==> config.mk <==
export PLATFORM = sky130hd
export DESIGN_NAME = ebc_sequencer
export DESIGN_NICKNAME = d
export VERILOG_FILES = /design/src/core/ebc_pkg.sv /design/src/core/ebc_sequencer.sv /design/src/core/ebc_ready_sync.sv
export SDC_FILE = /design/constraint.sdc
export NUM_CORES = 1
export LEC_CHECK = 0
export ABC_AREA = 1
export BUFFER_PORTS_ARGS = -buffer_cell sky130_fd_sc_hd__clkbuf_2
export CAP_MARGIN = 20
export CORE_MARGIN = 2
export CORE_UTILIZATION = 45
export CTS_BUF_LIST = sky130_fd_sc_hd__clkbuf_8
export DETAILED_ROUTE_END_ITERATION = 7
export PLACE_DENSITY_LB_ADDON = 0.12
export SLEW_MARGIN = 20
export SYNTH_ARGS = -nofsm -noshare
export SYNTH_HDL_FRONTEND = slang
export SYNTH_SLANG_ARGS = --single-unit
==> constraint.sdc <==
create_clock -name pclk -period 2.27 [get_ports pclk]
set_input_delay 0.454 -clock pclk [delete_from_list [all_inputs] [get_ports pclk]]
set_output_delay 0.454 -clock pclk [all_outputs]
set_load 0.005 [all_outputs]
==> src/core/ebc_pkg.sv <==
package ebc_pkg;
  // apb register map (byte addresses)
  localparam logic [7:0] EBC_CFG_OFF     = 8'h00;
  localparam logic [7:0] EBC_ADDR_OFF    = 8'h04;
  localparam logic [7:0] EBC_WDATA_OFF   = 8'h08;
  localparam logic [7:0] EBC_CTRL_OFF    = 8'h0c;
  localparam logic [7:0] EBC_STATUS_OFF  = 8'h10;
  localparam logic [7:0] EBC_RDATA_OFF   = 8'h14;
  // chip_select_timing_config field positions
  localparam int EBC_F_AB    = 0;   // 1 bit: setup 1 or 2 units
  localparam int EBC_F_ABX   = 1;   // 2 bits: extension on window change
  localparam int EBC_F_C     = 3;   // 2 bits
  localparam int EBC_F_D     = 5;   // 1 bit
  localparam int EBC_F_E     = 6;   // 5 bits: access length minus one
  localparam int EBC_F_F     = 11;  // 2 bits
  localparam int EBC_F_RDYEN = 13;
  localparam int EBC_F_RDYPOL = 14; // 1: ready active high
  localparam int EBC_F_RDYASY = 15;
  localparam int EBC_F_MUX   = 16;
  localparam int EBC_CFG_W   = 17;
  localparam logic [EBC_CFG_W-1:0] EBC_CFG_RST = 17'h00040;
  // ctrl bits
  localparam int EBC_C_GO    = 0;
  localparam int EBC_C_WRITE = 1;
  localparam int EBC_C_WIN   = 2;   // address window changed
  // status bits
  localparam int EBC_S_BUSY  = 0;
  localparam int EBC_S_DONE  = 1;
  localparam int EBC_ADDR_W  = 24;
  localparam int EBC_DATA_W  = 16;
  localparam int EBC_CNT_W   = 5;
  typedef enum logic [2:0] {
    EBC_IDLE, EBC_AB, EBC_C, EBC_D, EBC_E, EBC_RDY, EBC_F
  } ebc_phase_t;
endpackage

==> src/core/ebc_sequencer.sv <==
// Design decisions made here: the APB slave port and the register offsets.
`timescale 1ns/1ps
// Contract
// - up to five phases in fixed order every cycle; zero-length C, D and F are skipped
// - phase lengths come from timing config
// - setup 1-2 units, plus 0-3 on window change
// - write setup/turnaround phase 0-1 units
// - command delay and hold 0-3 units
// - access phase 1 to 32 units
// - ready may stretch access when enabled
// - read data caught when strobe rises
// - ready polarity selectable
// - async ready adds a sync stage
// - inactive ready waits, active ready ends access
module ebc_sequencer (
  // apb slave
  input  wire logic                          pclk,
  input  wire logic                          presetn,
  input  wire logic                          psel,
  input  wire logic                          penable,
  input  wire logic                          pwrite,
  input  wire logic [7:0]                    paddr,
  input  wire logic [31:0]                   pwdata,
  output logic      [31:0]                   prdata,
  output logic                               pready,
  output logic                               pslverr,
  // external bus
  output logic      [ebc_pkg::EBC_ADDR_W-1:0] bus_addr,
  output logic                               bus_ale,
  output logic                               bus_cs_n,
  output logic                               bus_rd_n,
  output logic                               bus_wr_n,
  output logic      [ebc_pkg::EBC_DATA_W-1:0] bus_data_out,
  output logic                               bus_data_oe_n,
  input  wire logic [ebc_pkg::EBC_DATA_W-1:0] bus_data_in,
  input  wire logic                          bus_ready,
  output logic                               bus_reference_clock_output
);
  import ebc_pkg::*;

  logic [EBC_CFG_W-1:0]  cfg_reg, cfg_next;
  logic [EBC_ADDR_W-1:0] addr_reg, addr_next;
  logic [EBC_DATA_W-1:0] wdata_reg, wdata_next, rdata_reg, rdata_next;
  logic                  write_reg, write_next, win_reg, win_next, done_reg, done_next;
  ebc_phase_t            phase_reg, phase_next;
  logic [EBC_CNT_W-1:0]  cnt_reg, cnt_next;
  logic [31:0]           prdata_next;
  logic                  pready_reg, pready_next, pslverr_next;
  logic                  ale_next, cs_next, rd_next, wr_next, oe_next;
  logic                  clk_div_reg;
  logic                  ready_active;

  wire logic apb_access = psel && penable;
  wire logic busy = (phase_reg != EBC_IDLE);

  // registered apb: answer one cycle into the access phase
  function automatic logic known_off(input logic [7:0] a);
    known_off = (a == EBC_CFG_OFF) || (a == EBC_ADDR_OFF) || (a == EBC_WDATA_OFF) ||
                (a == EBC_CTRL_OFF) || (a == EBC_STATUS_OFF) || (a == EBC_RDATA_OFF);
  endfunction

  wire logic wr_take = apb_access && !pready_reg && pwrite;

  // phase lengths in clock units, minus one for counting down
  function automatic logic [EBC_CNT_W-1:0] phase_len(input ebc_phase_t p,
                                                     input logic [EBC_CFG_W-1:0] c,
                                                     input logic w);
    logic [2:0] ab;
    ab = {2'b00, c[EBC_F_AB]};
    if (w)
      ab = ab + {1'b0, c[EBC_F_ABX+:2]};
    case (p)
      EBC_AB:  phase_len = {2'b00, ab};
      EBC_C:   phase_len = {3'b000, c[EBC_F_C+:2]} - 5'd1;
      EBC_D:   phase_len = {4'b0000, c[EBC_F_D]} - 5'd1;
      EBC_E:   phase_len = c[EBC_F_E+:EBC_CNT_W];
      EBC_F:   phase_len = {3'b000, c[EBC_F_F+:2]} - 5'd1;
      default: phase_len = '0;
    endcase
  endfunction

  // phases of zero length are skipped; returns next nonzero phase
  function automatic ebc_phase_t next_ph(input ebc_phase_t p, input logic [EBC_CFG_W-1:0] c);
    case (p)
      EBC_AB:  next_ph = (c[EBC_F_C+:2] != 2'b00) ? EBC_C : (c[EBC_F_D] ? EBC_D : EBC_E);
      EBC_C:   next_ph = c[EBC_F_D] ? EBC_D : EBC_E;
      EBC_D:   next_ph = EBC_E;
      EBC_F:   next_ph = EBC_IDLE;
      default: next_ph = (c[EBC_F_F+:2] != 2'b00) ? EBC_F : EBC_IDLE;
    endcase
  endfunction

  ebc_ready_sync u_rdy (
    .pclk          (pclk),
    .presetn       (presetn),
    .ready_in      (bus_ready),
    .polarity_high (cfg_reg[EBC_F_RDYPOL]),
    .async_mode    (cfg_reg[EBC_F_RDYASY]),
    .ready_active  (ready_active)
  );

  always_comb begin
    cfg_next   = cfg_reg;
    addr_next  = addr_reg;
    wdata_next = wdata_reg;
    rdata_next = rdata_reg;
    write_next = write_reg;
    win_next   = win_reg;
    done_next  = done_reg;
    phase_next = phase_reg;
    cnt_next   = cnt_reg;
    pready_next = apb_access && !pready_reg;
    pslverr_next = apb_access && !pready_reg && !known_off(paddr);
    prdata_next = '0;
    if (apb_access && !pready_reg && !pwrite) begin
      case (paddr)
        EBC_CFG_OFF:    prdata_next = {15'h0000, cfg_reg};
        EBC_ADDR_OFF:   prdata_next = {8'h00, addr_reg};
        EBC_WDATA_OFF:  prdata_next = {16'h0000, wdata_reg};
        EBC_STATUS_OFF: prdata_next = {30'h00000000, done_reg, busy};
        EBC_RDATA_OFF:  prdata_next = {16'h0000, rdata_reg};
        default:        prdata_next = '0;
      endcase
    end
    // config and buffers only while idle so a cycle in flight stays stable
    if (wr_take && !busy) begin
      case (paddr)
        EBC_CFG_OFF:   cfg_next   = pwdata[EBC_CFG_W-1:0];
        EBC_ADDR_OFF:  addr_next  = pwdata[EBC_ADDR_W-1:0];
        EBC_WDATA_OFF: wdata_next = pwdata[EBC_DATA_W-1:0];
        default: ;
      endcase
    end
    if (wr_take && paddr == EBC_STATUS_OFF && pwdata[EBC_S_DONE])
      done_next = 1'b0;
    case (phase_reg)
      EBC_IDLE: begin
        if (wr_take && paddr == EBC_CTRL_OFF && pwdata[EBC_C_GO]) begin
          write_next = pwdata[EBC_C_WRITE];
          win_next   = pwdata[EBC_C_WIN];
          phase_next = EBC_AB;
          cnt_next   = phase_len(EBC_AB, cfg_reg, pwdata[EBC_C_WIN]);
        end
      end
      EBC_RDY: begin
        if (ready_active) begin
          phase_next = next_ph(EBC_E, cfg_reg);
          cnt_next   = phase_len(EBC_F, cfg_reg, 1'b0);
          if (!write_reg)
            rdata_next = bus_data_in;
        end
      end
      default: begin
        if (cnt_reg != '0)
          cnt_next = cnt_reg - 5'd1;
        else if (phase_reg == EBC_E && cfg_reg[EBC_F_RDYEN])
          phase_next = EBC_RDY;
        else begin
          phase_next = next_ph(phase_reg, cfg_reg);
          cnt_next   = phase_len(next_ph(phase_reg, cfg_reg), cfg_reg, 1'b0);
          if (phase_reg == EBC_E && !write_reg)
            rdata_next = bus_data_in;
        end
      end
    endcase
    // after the clear, so a finishing cycle beats a done clear
    if (phase_next == EBC_IDLE && phase_reg != EBC_IDLE)
      done_next = 1'b1;
    if (phase_reg == EBC_IDLE && phase_next == EBC_AB)
      cnt_next = phase_len(EBC_AB, cfg_reg, win_next) - 5'd0;
    // strobes as seen in the next cycle
    ale_next = (phase_next == EBC_AB);
    cs_next  = !(phase_next != EBC_IDLE);
    rd_next  = !((phase_next == EBC_D || phase_next == EBC_E || phase_next == EBC_RDY) && !write_next);
    wr_next  = !((phase_next == EBC_E || phase_next == EBC_RDY) && write_next);
    // mux mode leaves C as turnaround; demultiplexed_bus_mode drives write data from C on
    oe_next  = !(write_next && phase_next != EBC_IDLE && phase_next != EBC_AB &&
                 !(cfg_reg[EBC_F_MUX] && phase_next == EBC_C)) &&
               !(cfg_reg[EBC_F_MUX] && phase_next == EBC_AB);
  end

  always_ff @(posedge pclk or negedge presetn) begin
    if (!presetn) begin
      cfg_reg    <= EBC_CFG_RST;
      addr_reg   <= '0;
      wdata_reg  <= '0;
      rdata_reg  <= '0;
      write_reg  <= 1'b0;
      win_reg    <= 1'b0;
      done_reg   <= 1'b0;
      phase_reg  <= EBC_IDLE;
      cnt_reg    <= '0;
      pready_reg <= 1'b0;
      pslverr    <= 1'b0;
      prdata     <= '0;
      bus_ale    <= 1'b0;
      bus_cs_n   <= 1'b1;
      bus_rd_n   <= 1'b1;
      bus_wr_n   <= 1'b1;
      bus_data_oe_n <= 1'b1;
      bus_addr   <= '0;
      bus_data_out <= '0;
      clk_div_reg <= 1'b0;
    end else begin
      cfg_reg    <= cfg_next;
      addr_reg   <= addr_next;
      wdata_reg  <= wdata_next;
      rdata_reg  <= rdata_next;
      write_reg  <= write_next;
      win_reg    <= win_next;
      done_reg   <= done_next;
      phase_reg  <= phase_next;
      cnt_reg    <= cnt_next;
      pready_reg <= pready_next;
      pslverr    <= pslverr_next;
      prdata     <= prdata_next;
      bus_ale    <= ale_next;
      bus_cs_n   <= cs_next;
      bus_rd_n   <= rd_next;
      bus_wr_n   <= wr_next;
      bus_data_oe_n <= oe_next;
      bus_addr   <= addr_next;
      bus_data_out <= (cfg_reg[EBC_F_MUX] && phase_next == EBC_AB) ? addr_next[EBC_DATA_W-1:0] : wdata_next;
      clk_div_reg <= !clk_div_reg;
    end
  end

  always_comb begin
    pready = pready_reg;
    bus_reference_clock_output = clk_div_reg;
  end
endmodule // ebc_sequencer

==> src/core/ebc_ready_sync.sv <==
`timescale 1ns/1ps
module ebc_ready_sync (
  // clock and reset
  input  wire logic pclk,
  input  wire logic presetn,
  // ready path
  input  wire logic ready_in,
  input  wire logic polarity_high,
  input  wire logic async_mode,
  output logic      ready_active
);
  logic s1_reg, s2_reg;
  logic s1_next, s2_next;

  always_comb begin
    s1_next = ready_in;
    s2_next = s1_reg;
  end

  always_ff @(posedge pclk or negedge presetn) begin
    if (!presetn) begin
      s1_reg <= 1'b0;
      s2_reg <= 1'b0;
    end else begin
      s1_reg <= s1_next;
      s2_reg <= s2_next;
    end
  end

  // async takes the synchronised level, sync takes the pin directly
  always_comb begin
    ready_active = (async_mode ? s2_reg : ready_in) == polarity_high;
  end
endmodule // ebc_ready_sync

==> summary.md <==
| Metric | Value |
|---|---|
| Area delta synth->final | 25.0% |
| Run status | finished, final reports clean |
| Pin count of the biggest net entering global routing | 57 |
| Reg2reg end | bus_data_out[7] |
| Routed WL | 16.4 mm |
| R2R Path Start | cfg_reg[4] |
| Max-slew violation count | 0 |
| Final worst slack | 0.147 ns |
| Synth area leader | dfrtp_1 |
| Ant. Diodes | 0 |
| Crit path max-delay cell type | dfrtp_1 |
| Final instance count without filler cells | 1006 |
| Cells after Synth | 664 |
| Final Core Density | 57.2% |
| Clk Latency, worst-skew pair | 0.45 ns |
| Reg2reg path depth | 13 |
| Register area share after synthesis | 55.5% |
| CTS max path bufs | 2 |
| Hpwl dp | 11.5 mm |
| Pre-CTS setup slack | 0.122 ns |
| Placeable Area | 13100 sq um |
| Total power draw | 4.87 mW |
| Endpoint of the worst hold path | u_rdy.s1_reg |
| Wire per inst | 16.3 microns |
| Primary FF master, synth | dfrtp_1 |
| Crit-path most repeated cell | nand2_1 |
| Most frequent cell after synthesis | nand2_1 |
| Beginning of the worst hold path | bus_ready |
| Antenna violations before repair | 0 |
| R2R Setup Slk | 0.15 ns |
| Share of cells above drive strength 1 | 28.4% |
| Synth top area share | 53.3% |
| # IOs | 142 |
| Vias in the first global route | 4814 |
| Crit path kind | flip-flop to flip-flop |
| Detailed Routing Iterations Pass 1 | 5 |
| NetSw | 1.03 mW |
| Die H | 120 microns |
| Family with the most delay on the worst path | simple AND/OR/NAND/NOR gates |
| Number of nets with antenna violations after routing | 0 |
| Post-route clock period utilization | 93.5% |
| Nets | 887 |
| Gr ovfl total | 0 |
| Post-synth EDFFs | 0 |
| Final min period | 2.12 ns |
| Synth top area cells | dfrtp_1 (53%), nand2_1 (14%), o21ai_0 (4.7%), mux2_2 (4.3%), inv_1 (3.1%) |
| Synth cell types | 42 |
| Worst Skew | 0.00782 ns |
| # fillers | 1223 |
| Leak pwr | 3.87 nW |
| Detailed Route Iter0 Violations | 271 |
| Crit path cell chain | inv_1, ha_1, nand2_1, nand3_1, nand2_1, nand2_2, a21oi_1, or2_4, nand3_4, nor2_8, buf_12, nand3_1, nand2_1 |
| Die area | 14300 sq um |
| Synth top cells by count | nand2_1 (222), dfrtp_1 (128), o21ai_0 (56), inv_1 (49), nand3_1 (35) |
| Clock share of power | 46.6% |
| Mapped Area | 6010 sq um |
| Yosys reg bits | 133 |
| Vias/cell | 5.04 |
| Net Sw Frac | 21.2% |
| Dpl cells | 967 |
| Share of power burned in registers | 49.4% |
| Port buffer count | 125 |
| Crit path buf inv count | 2 |
| Worst hold stages | 1 |
| Power per Cell Area | 649 nW/um^2 |
| Worst Setup End Kind | flip-flop |
| DR vias | 5070 |
| Worst Hold Class | primary input to flip-flop |
| Int Power | 3.84 mW |
| FP Rows | 42 |
| Clock Tree Root | clkbuf_8 |
| Syn_area_per_cell | 9.05 sq um |
| Yosys warning count | 0 |
| Crit start category | flip-flop |
| Setup-failing EPs final | 0 |
| Combinational group share of total power | 4.0% |
| Final hold viol count | 0 |
| Worst-path maximum fanout | 11 |
| H-tree lvl count | 4 |
| Initial core utilization | 45.7% |
| CTS clock-pin slew for the worst setup and hold paths | 0.07 ns |
| TritonCTS clock tree | built |
| Critical path arrival | 2.51 ns |
| CP max stage delay | 0.37 ns |
| CTS Sinks | 133 |
| Chip Width | 120 microns |
| CP required | 2.66 ns |
| Maximum VDD drop | 0.355 mV |
| First-pass GRT wire length | 25.7 mm |
| # DRC | 0 |
| Fraction of registers with async set/reset | 100% |
| CTS buffer count | 17 |
| GPL Wtd Cong | 0.871 |
| Highest Clock Rate | 0.471 GHz |
| Tot GR Track Use | 23.8% |
| Number of max-cap violations | 0 |
==> per-stage QoR <==
step           hold slack [ns]  TNS (ns)  cell area [sq um]
2_1_floorplan            0.158         0               6030
3_3_place_gp             0.331         0               6950
3_5_place_dp             0.337         0               6950
4_1_cts                 0.0992         0               7420
5_1_grt                  0.110  -0.00175               7510
6_report                 0.126         0               7510
==> power by group through the flow <==
stage	Combinational, mW	Sequential (mW)	Clock [mW]
after detailed placement	0.199	2.45	0
after global routing	0.227	2.41	2.42
final	0.197	2.40	2.27
after floorplan	0.0701	2.45	0
after CTS	0.201	2.40	2.32
after global placement	0.196	2.45	0
==> metal layers <==
layer	routed length, microns	track usage, %	vias to the layer above
li1	-	-	2473
met1	7590	34.0	2374
met2	7520	35.3	197
met3	1010	6.04	26
met4	255	8.24	0
met5	0	0	-
==> worst reg2reg max path, stage by stage (launching register included) <==
cell and delay, ns:
dfrtp_1 0.37, inv_1 0.10, ha_1 0.22, nand2_1 0.09, nand3_1 0.12, nand2_1 0.11, nand2_2 0.08, a21oi_1 0.15
or2_4 0.16, nand3_4 0.10, nor2_8 0.21, buf_12 0.17, nand3_1 0.08, nand2_1 0.10
==> cells by family after synthesis <==
| family | Yosys count | synth area share, % |
|---|---|---|
| mux | 23 | 4.31 |
| buf+inv | 84 | 6.04 |
| flops | 133 | 55.5 |
| compound gates | 91 | 8.87 |
| simple gates | 323 | 23.4 |
| other cells | 1 | 0.0624 |
| xor+xnor | 1 | 0.146 |
| fa+ha+maj | 8 | 1.67 |
==> layout by cell type (no fill, tap or decap), types with 5 or more instances in the layout <==
| cell type | count |
|---|---|
| o21ai_0 | 56 |
| ha_1 | 8 |
| a21oi_1 | 9 |
| nand3_1 | 34 |
| buf_4 | 24 |
| nor2_1 | 31 |
| conb_1 | 8 |
| a41oi_1 | 14 |
| clkbuf_2 | 124 |
| inv_1 | 53 |
| bufinv_16 | 5 |
| mux2_2 | 23 |
| nor3_1 | 5 |
| dfrtp_1 | 127 |
| nand2_1 | 221 |
| nand4_1 | 11 |
| clkbuf_8 | 20 |
| dfstp_2 | 5 |
==> layout make-up <==
class	instances	area [sq um]	area share, %
sequential	133	3340	44.4
multi-input combinational	455	2370	31.6
timing repair buffer	155	913	12.2
clock buffer	20	275	3.67
tap	176	220	2.93
inverter	55	208	2.77
clock inverter	12	185	2.47
==> timing repair <==
| item | in CTS | in global routing |
|---|---|---|
| buffers inserted | 0 | 5 |
| resized for setup | 0 | 9 |
| endpoints found under the setup margin | 0 | 17 |
| hold buffers | 1 | 0 |
| endpoints found under the hold margin | 43 | 0 |
==> how the worst max path moves through the flow <==
stage | startpoint | to | cells past startpoint
after floorplan | cnt_reg[0] | bus_data_out[11] | 13
final | cfg_reg[4] | bus_data_out[7] | 13
after global placement | bus_ready | rdata_reg[6] | 8
after CTS | cfg_reg[3] | bus_data_oe_n | 13
after detailed placement | bus_ready | bus_data_out[7] | 13
after global routing | cfg_reg[4] | bus_data_out[7] | 13
Note: power is estimated with default switching activity, not from simulation.
